## src/lv_irq_pkg.sv

```systemverilog
// Behaviour
// two interrupt outputs, each multiplexed from sources
// status bits 7..0 map fixed sources
// single conversion end sets bit 0
// sequence completion sets bit 1
// analog compare out-of-threshold sets bit 3
// digital compare out-of-threshold sets bit 2
// thermal shutdown and resistor fault separate flags
// read check error sets bit 6
// write check error sets bit 7
// line 1 enables any mix, bits 7:0
// status shows which source fired line 1
// software enables one line 0 source only; code accepts any mix in select bits 15:8 and ORs them
// select bits 15:8 enable line 0 sources
// status not valid for line 0 source
// writing one to clear bit clears flag
// software waits before reading status after clear
// flags sticky until cleared; lines follow flags
// selects and flags zero after reset
package lv_irq_pkg;

    // ****************************************
    // register map
    // ****************************************
    localparam logic [31:0] IRQ_FLAG_CLEAR_ADDR = 32'h4008_3004;
    localparam logic [31:0] IRQ_LINE_SELECT_ADDR = 32'h4008_3008;
    localparam logic [31:0] IRQ_SOURCE_STATUS_ADDR = 32'h4008_300C;

    localparam logic [15:0] IRQ_LINE_SELECT_RESET = 16'h0000;
    localparam logic [7:0] IRQ_SOURCE_STATUS_RESET = 8'h00;

    // ****************************************
    // field layout
    // ****************************************
    localparam int SOURCE_COUNT = 8;
    localparam int LINE1_SEL_LSB = 0;
    localparam int LINE0_SEL_LSB = 8;

    localparam int BIT_CONVERTER_SINGLE_DONE = 0;
    localparam int BIT_CONVERTER_SEQUENCE_DONE = 1;
    localparam int BIT_DIGITAL_COMPARE_EVENT = 2;
    localparam int BIT_ANALOG_COMPARE_EVENT = 3;
    localparam int BIT_CURRENT_DAC_THERMAL_SHUTDOWN = 4;
    localparam int BIT_CURRENT_DAC_REF_RESISTOR_FAULT = 5;
    localparam int BIT_READ_CHECK_ERROR = 6;
    localparam int BIT_WRITE_CHECK_ERROR = 7;

endpackage : lv_irq_pkg

```

## src/analog_die_irq_aggregator.sv

```systemverilog
// Our own choice: the APB interface to the registers.
module analog_die_irq_aggregator (
    input wire logic pclk,
    input wire logic presetn,
    // apb slave
    input wire logic psel,
    input wire logic penable,
    input wire logic pwrite,
    input wire logic [31:0] paddr,
    input wire logic [31:0] pwdata,
    input wire logic [3:0] pstrb,
    output logic [31:0] prdata,
    output logic pready,
    output logic pslverr,
    // source events from the analog die, asynchronous levels
    input wire logic converter_single_done,
    input wire logic converter_sequence_done,
    input wire logic digital_compare_event,
    input wire logic analog_compare_event,
    input wire logic current_dac_thermal_shutdown,
    input wire logic current_dac_ref_resistor_fault,
    input wire logic read_check_error,
    input wire logic write_check_error,
    // lines toward the digital die interrupt controller
    output logic irq_line0,
    output logic irq_line1
);

    localparam int N = lv_irq_pkg::SOURCE_COUNT;

    typedef struct packed {
        logic [N-1:0] sync1;
        logic [N-1:0] sync2;
        logic [N-1:0] prev;
        logic [N-1:0] status;
        logic [2*N-1:0] select;
        logic [31:0] rdata;
        logic ready;
        logic slverr;
        logic line0;
        logic line1;
    } state_t;

    state_t q;
    state_t d;

    logic [N-1:0] src_raw;
    logic [N-1:0] rise;
    logic [N-1:0] clr_mask;
    logic setup;
    logic access_done;
    logic hit_clr;
    logic hit_sel;
    logic hit_sta;

    // ****************************************
    // source packing
    // ****************************************
    always_comb begin
        src_raw = '0;
        src_raw[lv_irq_pkg::BIT_CONVERTER_SINGLE_DONE] = converter_single_done;
        src_raw[lv_irq_pkg::BIT_CONVERTER_SEQUENCE_DONE] = converter_sequence_done;
        src_raw[lv_irq_pkg::BIT_DIGITAL_COMPARE_EVENT] = digital_compare_event;
        src_raw[lv_irq_pkg::BIT_ANALOG_COMPARE_EVENT] = analog_compare_event;
        src_raw[lv_irq_pkg::BIT_CURRENT_DAC_THERMAL_SHUTDOWN] =
            current_dac_thermal_shutdown;
        src_raw[lv_irq_pkg::BIT_CURRENT_DAC_REF_RESISTOR_FAULT] =
            current_dac_ref_resistor_fault;
        src_raw[lv_irq_pkg::BIT_READ_CHECK_ERROR] = read_check_error;
        src_raw[lv_irq_pkg::BIT_WRITE_CHECK_ERROR] = write_check_error;
    end

    // ****************************************
    // address decode
    // ****************************************
    always_comb begin
        hit_clr = 1'b0;
        hit_sel = 1'b0;
        hit_sta = 1'b0;
        if (paddr == lv_irq_pkg::IRQ_FLAG_CLEAR_ADDR) begin
            hit_clr = 1'b1;
        end else if (paddr == lv_irq_pkg::IRQ_LINE_SELECT_ADDR) begin
            hit_sel = 1'b1;
        end else if (paddr == lv_irq_pkg::IRQ_SOURCE_STATUS_ADDR) begin
            hit_sta = 1'b1;
        end
    end

    assign setup = psel && !penable;
    assign access_done = psel && penable && q.ready;

    // ****************************************
    // next state
    // ****************************************
    always_comb begin
        d = q;
        d.sync1 = src_raw;
        d.sync2 = q.sync1;
        d.prev = q.sync2;
        rise = q.sync2 & ~q.prev;

        // no wait state: answer registered during setup, ready in the first access cycle
        d.ready = setup;
        d.slverr = 1'b0;
        d.rdata = '0;
        if (setup) begin
            d.slverr = !(hit_clr || hit_sel || hit_sta);
            if (!pwrite && hit_sel) begin
                d.rdata = {16'h0000, q.select};
            end else if (!pwrite && hit_sta) begin
                d.rdata = {24'h00_0000, q.status}; // see R11
            end
        end else if (psel && penable && !q.ready) begin
            d.rdata = q.rdata;
        end

        clr_mask = '0;
        if (access_done && pwrite && hit_clr && pstrb[0]) begin
            clr_mask = pwdata[N-1:0];
        end
        if (access_done && pwrite && hit_sel) begin
            if (pstrb[0]) begin
                d.select[7:0] = pwdata[7:0];
            end
            if (pstrb[1]) begin
                d.select[15:8] = pwdata[15:8]; // see R13
            end
        end

        // sticky flags, a new event wins over a clear in the same cycle
        d.status = (q.status & ~clr_mask) | rise; // see R17

        d.line1 = |(d.status & d.select[lv_irq_pkg::LINE1_SEL_LSB +: N]); // see R1
        d.line0 = |(d.status & d.select[lv_irq_pkg::LINE0_SEL_LSB +: N]); // see R1
    end

    // ****************************************
    // state register
    // ****************************************
    always_ff @(posedge pclk or negedge presetn) begin
        if (!presetn) begin
            q <= '0;
            q.status <= lv_irq_pkg::IRQ_SOURCE_STATUS_RESET;
            q.select <= lv_irq_pkg::IRQ_LINE_SELECT_RESET;
        end else begin
            q <= d;
        end
    end

    assign prdata = q.rdata;
    assign pready = q.ready;
    assign pslverr = q.slverr && q.ready;
    assign irq_line0 = q.line0;
    assign irq_line1 = q.line1;

endmodule // analog_die_irq_aggregator

```

## config.mk

```make
export PLATFORM = sky130hd
export DESIGN_NAME = analog_die_irq_aggregator
export DESIGN_NICKNAME = d
export VERILOG_FILES = /design/src/lv_irq_pkg.sv /design/src/analog_die_irq_aggregator.sv
export SDC_FILE = /design/constraint.sdc
export NUM_CORES = 1
export LEC_CHECK = 0
export ABC_CLOCK_PERIOD_IN_PS = 2400
export BUFFER_PORTS_ARGS = -buffer_cell sky130_fd_sc_hd__buf_2
export CORE_MARGIN = 2
export CORE_UTILIZATION = 48
export DETAILED_ROUTE_END_ITERATION = 16
export PLACE_DENSITY_LB_ADDON = 0.15
export SLEW_MARGIN = 40
export SYNTH_ARGS = -nofsm -noshare
export SYNTH_HDL_FRONTEND = slang
export SYNTH_SLANG_ARGS = --single-unit
export TNS_END_PERCENT = 5
```

## constraint.sdc

```tcl
create_clock -name pclk -period 2.4 [get_ports pclk]
set_clock_uncertainty 0.15 [all_clocks]
set_input_delay 0.48 -clock pclk [delete_from_list [all_inputs] [get_ports pclk]]
set_output_delay 0.48 -clock pclk [all_outputs]
set_load 0.02 [all_outputs]
```

==> flow_summary.yaml, run 1 <==
clocking:
  clock_tree_root: "clkbuf_8"
  numClockSinks: 68
  clockBufferDepth: 2
  htree_num_levels: 3
  clk_pin_slew_ns: 0.07
  insertion_delay_of_the_later_clocked_pin_in_the_worst_skew_pair_ns: 0.35
  cts-buffers-inserted: 9
  clock_tree_from_tritoncts: "yes"
critical_path:
  path_max_fanout: 8
  reg2reg_slack_ns: 0.22
  max_stage_delay_ns: 0.36
  timing.critical_path.arrival_ns: 2.34
  crit-reg2reg-capture: "irq_line1"
  reg2reg_depth: 7
  critical_path.reg2reg.startpoint: "pready"
  worstPathCellList: "buf_2, nor4b_4, nand4_4, nor4_4, buf_4, mux2_2, a22oi_1, nand4_1"
  worst_setup_path_end_kind: "flop"
  critPathSlowestCell: "mux2_2"
  crit_type: "input port to flop"
  critical_path_required_ns: 2.46
  timing.critical_path.from_type: "input port"
timing:
  hold_ws_ns: 0.0866
  setup_repair_after_global_routing_missed_its_margin: "no"
  slew_headroom_pct: 65.1
  fmax_mhz: 438
  post-route-min-period_ns: 2.29
  fin_ws_ns: 0.115
  fin_crit_sh_pct: 95.2
  hold_violations: 0
  worst_slew_pin_slew_ns: 0.523
  maxSlewViolCount: 0
  final-setup-viol-count: 0
cells_and_area:
  flow.area_growth_from_synthesis_pct: 23.2
  mostFrequentLayoutCell: "buf_2"
  antenna_cells: 0
  finish.utilization_pct: 60.9
  drive_above_1_share_pct: 46.0
  final_cell_mix: "buf_2, dfrtp_1, mux2_2, a22oi_1, conb_1"
  final_layout_net_count: 387
  fillers: 474
run:
  maxCapViolCount: 0
floorplanning:
  floorplan.die_area_mm2: 0.00670
  floorplan.die.width_um: 81.8
  coreArea_mm2: 0.00589
  num_io_pins: 117
  placementRows: 28
  initial_utilization_pct: 49.4
  die_height_um: 81.8
pwr:
  power_leakage_nw: 1.76
  power.density_cell_area_mw_per_mm2: 671
  max-vdd-ir-drop_v: 0.000512
route:
  postRouteWirelength_um: 5900
  initialDrtViolationCount: 77
  drtPass1Iterations: 4
  vias_per_cell: 4.90
  drt.antenna.violating_nets: 0
  drc_errors: 0
  routed-via-count: 1892
  average_routed_wire_per_standard_cell_um: 15.3
grt:
  grt_util_all_layers_pct: 19.2
  vias_in_the_first_global_route: 1905
  grt_pass1_wl_um: 9230
  grt_remaining_overflow: 0
  grt_max_degree: 22
  grt_antenna_before_repair: 0
placement:
  dpl_worst_slack_ns: -0.282
  gp_congestion: 0.731
  dp.final_hpwl_um: 4470
  port_buffers: 82
outcome:
  outcome: "completed"
logic_synthesis:
  yosys_warnings: 0
  avgSynthCellArea_um2: 13.5
  synth_top_cell_by_area: "dfrtp_1"
  synth_cells: 216
  syn_area_mm2: 0.00291
  biggest_area_contributors_in_the_synthesized_netlist: "dfrtp_1, buf_4, mux2_2, a22oi_1, nor4_4"
  ys_ff_latch: 68
  count_of_unique_library_cells_instantiated_by_yosys: 26
  synth_top_cell_area_share_pct: 58.5
  ys_seq_area_share_pct: 58.5
min_path:
  worst_hold_path_type: "input port to flop"
  hold_path_end: "d[71]"
  timing.hold.worst_path_depth: 1
  hold_start: "analog_compare_event"
-- synth_stat cells (all sizes together) --
library cell	instances
nand2b	9
buf	32
conb	1
nor3	3
o21ai	8
dfrtp	68
nor2	4
and4bb	1
o21a	1
a22o	8
a22oi	16
nand4	4
nor4	7
or2	1
and4	1
and2	1
a41oi	8
nand2	13
mux2	16
clkbuf	2
nor4b	2
inv	2
nor2b	8
-- state kept, by name (all words and copies together) (netlist names) --
register	count
q	33
prdata	16
pready	1
irq_line0	1
d	16
irq_line1	1
-- layout make-up --
type | count | area [um^2] | area share [%]
Timing Repair Buffer | 98 | 537 | 15.0
Tap cell | 75 | 93.8 | 2.62
Clock buffer | 11 | 151 | 4.23
Inverter | 2 | 7.51 | 0.210
Sequential cell | 68 | 1700 | 47.5
Clock inverter | 5 | 83.8 | 2.34
Multi-Input combinational cell | 127 | 1010 | 28.1
-- layer usage --
layer	share of wire (%)	GRT usage (%)	vias to the layer above
met1	42	23.3	905
li1	-	-	919
met5	0	0	-
met4	1.3	8.83	0
met2	50	31.4	59
met3	5.9	5.71	9
-- critical path: cells and delay by family --
kind / cells / cell delay, ns
buffers and inverters: 2 / 0.34
multiplexers: 1 / 0.36
AND/OR/NAND/NOR: 4 / 0.94
AO/OA/AOI/OAI: 1 / 0.23
-- worst max-delay path by stage --
stage	start	to	slack, ns	cells after the start
2_1_floorplan	paddr[5]	irq_line0	-0.01	6
3_3_place_gp	paddr[21]	irq_line1	-0.24	8
3_5_place_dp	paddr[21]	irq_line1	-0.28	8
4_1_cts	paddr[21]	irq_line1	0.08	8
5_1_grt	paddr[21]	irq_line1	0.01	8
6_report	paddr[21]	irq_line1	0.11	8
-- where the power goes --
group	switching, W	leakage [nW]	total (W)	internal, W
logic	0.0000925	0.794	0.000151	0.0000582
registers	0.00000719	0.851	0.00117	0.00117
clock network	0.000436	0.112	0.00108	0.000643
total	0.000536	1.76	0.00240	0.00187
-- logic make-up (layout without fill, tap and decap cells) --
kind of cell / after synthesis / count (layout) / synth area share, %
flops: 68 / 68 / 58.5
mux: 16 / 16 / 6.20
simple gates: 54 / 54 / 15.8
buf+inv: 36 / 116 / 8.78
compound gates: 41 / 41 / 10.6
other cells: 1 / 16 / 0.129
-- stage by stage --
stage	TNS, ns	std cells	instance area [um^2]	power [W]
after global routing	0	386	3580	0.00250
final	0	386	3580	0.00240
after floorplan	-0.0127	231	2960	0.00127
after detailed placement	-1.15	369	3330	0.00135
after global placement	-0.758	369	3330	0.00134
after CTS	0	386	3580	0.00243
-- repair_timing --
item,in CTS,in global routing
buffers inserted,0,0
setup endpoints to repair,0,1
gates resized for setup,0,1
hold buffers,1,0
endpoints found under the hold margin,18,0
(Power assumes the default switching activity.)
==> run 2, diff against run 1 <==
PLACE_DENSITY = 0.86   (was not set)
PLACE_DENSITY_LB_ADDON = not set   (was 0.15)
==> run 2 against run 1 <==
  * Setup slack got worse by 0.061 ns
  * Clock power fell by 4%
  * Register-to-register slack got worse by 0.09 ns
  * Sequential cell count unchanged
  * Non-clock buffer count is 1 lower
  * Die area unchanged
  * Sequential share of layout area is 0.13 points higher
  * Clock-buffer cell count unchanged
  * Power decreased by 1.7%
  * Critical path type unchanged
  * Critical endpoint unchanged
  * Largest power group unchanged
==> flow_summary.yaml, run 2 (same netlist as run 1, synthesis figures left out) <==
outcome:
  outcome: "completed"
cells_and_area:
  final_layout_net_count: 386
  largest_register_ffs: 33
  drive_above_1_share_pct: 45.6
  finish.utilization_pct: 60.7
  fillers: 479
  flow.area_growth_from_synthesis_pct: 22.8
  antenna_cells: 0
  postLayoutCellArea_mm2: 0.00357
  final_cell_mix: "buf_2, dfrtp_1, mux2_2, a22oi_1, conb_1"
  mostFrequentLayoutCell: "buf_2"
  largest_register: "q"
clocking:
  insertion_delay_of_the_later_clocked_pin_in_the_worst_skew_pair_ns: 0.34
  numClockSinks: 68
  cts-buffers-inserted: 9
  post_cts.repair.setup_buffers: 0
  clockBufferDepth: 2
  clock_tree_from_tritoncts: "yes"
  clock_tree_root: "clkbuf_8"
  clk_pin_slew_ns: 0.07
  cts_repair_resized_insts: 0
  htree_num_levels: 3
placement:
  dpl_worst_slack_ns: -0.272
  dpl_cell_area_mm2: 0.00334
  dp.final_hpwl_um: 4430
  gp_congestion: 0.835
  port_buffers: 82
critical_path:
  cp_common_cell: "nor4_4"
  reg2reg_depth: 7
  count_of_buffering_cells_on_the_critical_path_with_inverters_included: 2
  worstPathCellList: "buf_2, nor4_4, nand4_4, nor4_4, buf_4, mux2_2, a22oi_1, nand4_1"
  worst_setup_path_end_kind: "flop"
  timing.critical_path.from_type: "input port"
  crit_type: "input port to flop"
  reg2reg_slack_ns: 0.13
  critical_path.top_delay_family: "simple AND/OR/NAND/NOR gates"
  timing.critical_path.arrival_ns: 2.39
  critical_path_required_ns: 2.45
  critPathSlowestCell: "nor4_4"
  path_max_fanout: 3
  max_stage_delay_ns: 0.36
  critical_path_cell_count: 8
floorplanning:
  placementRows: 28
  floorplan.die_area_mm2: 0.00670
  die_height_um: 81.8
  initial_utilization_pct: 49.4
  num_io_pins: 117
  floorplan.die.width_um: 81.8
  coreArea_mm2: 0.00589
timing:
  fin_crit_sh_pct: 97.7
  fmax_mhz: 426
  maxSlewViolCount: 0
  worst_slew_pin_slew_ns: 0.525
  fin_ws_ns: 0.0542
  slew_headroom_pct: 65.0
  setup_repair_after_global_routing_missed_its_margin: "no"
  post-route-min-period_ns: 2.35
  hold_violations: 0
  final-setup-viol-count: 0
pwr:
  max-vdd-ir-drop_v: 0.000519
  power_leakage_nw: 1.75
  power.density_cell_area_mw_per_mm2: 661
route:
  drtPass1Iterations: 4
  routed-via-count: 1957
  drc_errors: 0
  average_routed_wire_per_standard_cell_um: 15.3
  vias_per_cell: 5.10
  initialDrtViolationCount: 136
  drt.antenna.violating_nets: 0
  postRouteWirelength_um: 5870
min_path:
  worst_hold_path_type: "input port to flop"
  timing.hold.worst_path_depth: 1
grt:
  grt_util_all_layers_pct: 19.3
  grt_antenna_before_repair: 1
  met2_usage_pct: 33.7
  gr-max-usage-layer: "met2"
  grt_util_met3_pct: 7.80
  global_route.usage.met1_pct: 20.9
  grt_pass1_wl_um: 9240
  grt_remaining_overflow: 0
  vias_in_the_first_global_route: 1969
  grt_max_degree: 47
run:
  maxCapViolCount: 0
[run 2: area by class of cell]
class / instances / area [um^2] / share of cell area, %
Inverter: 2 / 7.51 / 0.210
Tap cell: 75 / 93.8 / 2.63
Clock buffer: 11 / 151 / 4.24
Sequential cell: 68 / 1700 / 47.6
Clock inverter: 4 / 72.6 / 2.03
Timing Repair Buffer: 97 / 538 / 15.1
Multi-Input combinational cell: 127 / 1010 / 28.2
[run 2: worst register-to-register path: stages, from the launching register on]
cell	delay, ns
dfrtp_1	0.38
and4_1	0.23
nand2_1	0.11
nor4_4	0.33
buf_4	0.18
mux2_2	0.34
a22oi_1	0.25
nand4_1	0.16
[run 2: stage by stage]
stage	hold WS [ns]	std cells	setup TNS [ns]	total power, W
2_1_floorplan	0.0344	231	-0.0127	0.00127
3_3_place_gp	0.182	368	-0.338	0.00134
3_5_place_dp	0.185	368	-1.02	0.00135
4_1_cts	0.0748	384	0	0.00239
5_1_grt	0.0614	384	0	0.00247
6_report	0.0882	384	0	0.00236
[run 2: path summary, 6_finish.rpt]
path / endpoint / start
setup / recovery: irq_line1 / paddr[26]
hold / removal: d[72] / current_dac_thermal_shutdown
setup reg to reg: irq_line1 / pready
hold reg to reg: d[65] / d[73]
max in group asynchronous: q[51] / presetn
min in group asynchronous: d[70] / presetn
[run 2: report_power, final]
part	internal, W	switching (W)
logic	0.0000583	0.0000933
registers	0.00117	0.00000728
clock network	0.000634	0.000402
total	0.00186	0.000503
[run 2: what timing repair did]
| action | in CTS | in global routing |
|---|---|---|
| hold buffers | 1 | 0 |
| endpoints found under the setup margin | 0 | 1 |
| hold endpoints to repair | 22 | 0 |
[run 2: metal layers]
layer	share of wire, %	routed length [um]
met1	38	2250
met2	53	3120
met3	6.9	404
met4	1.4	80
met5	0.22	13
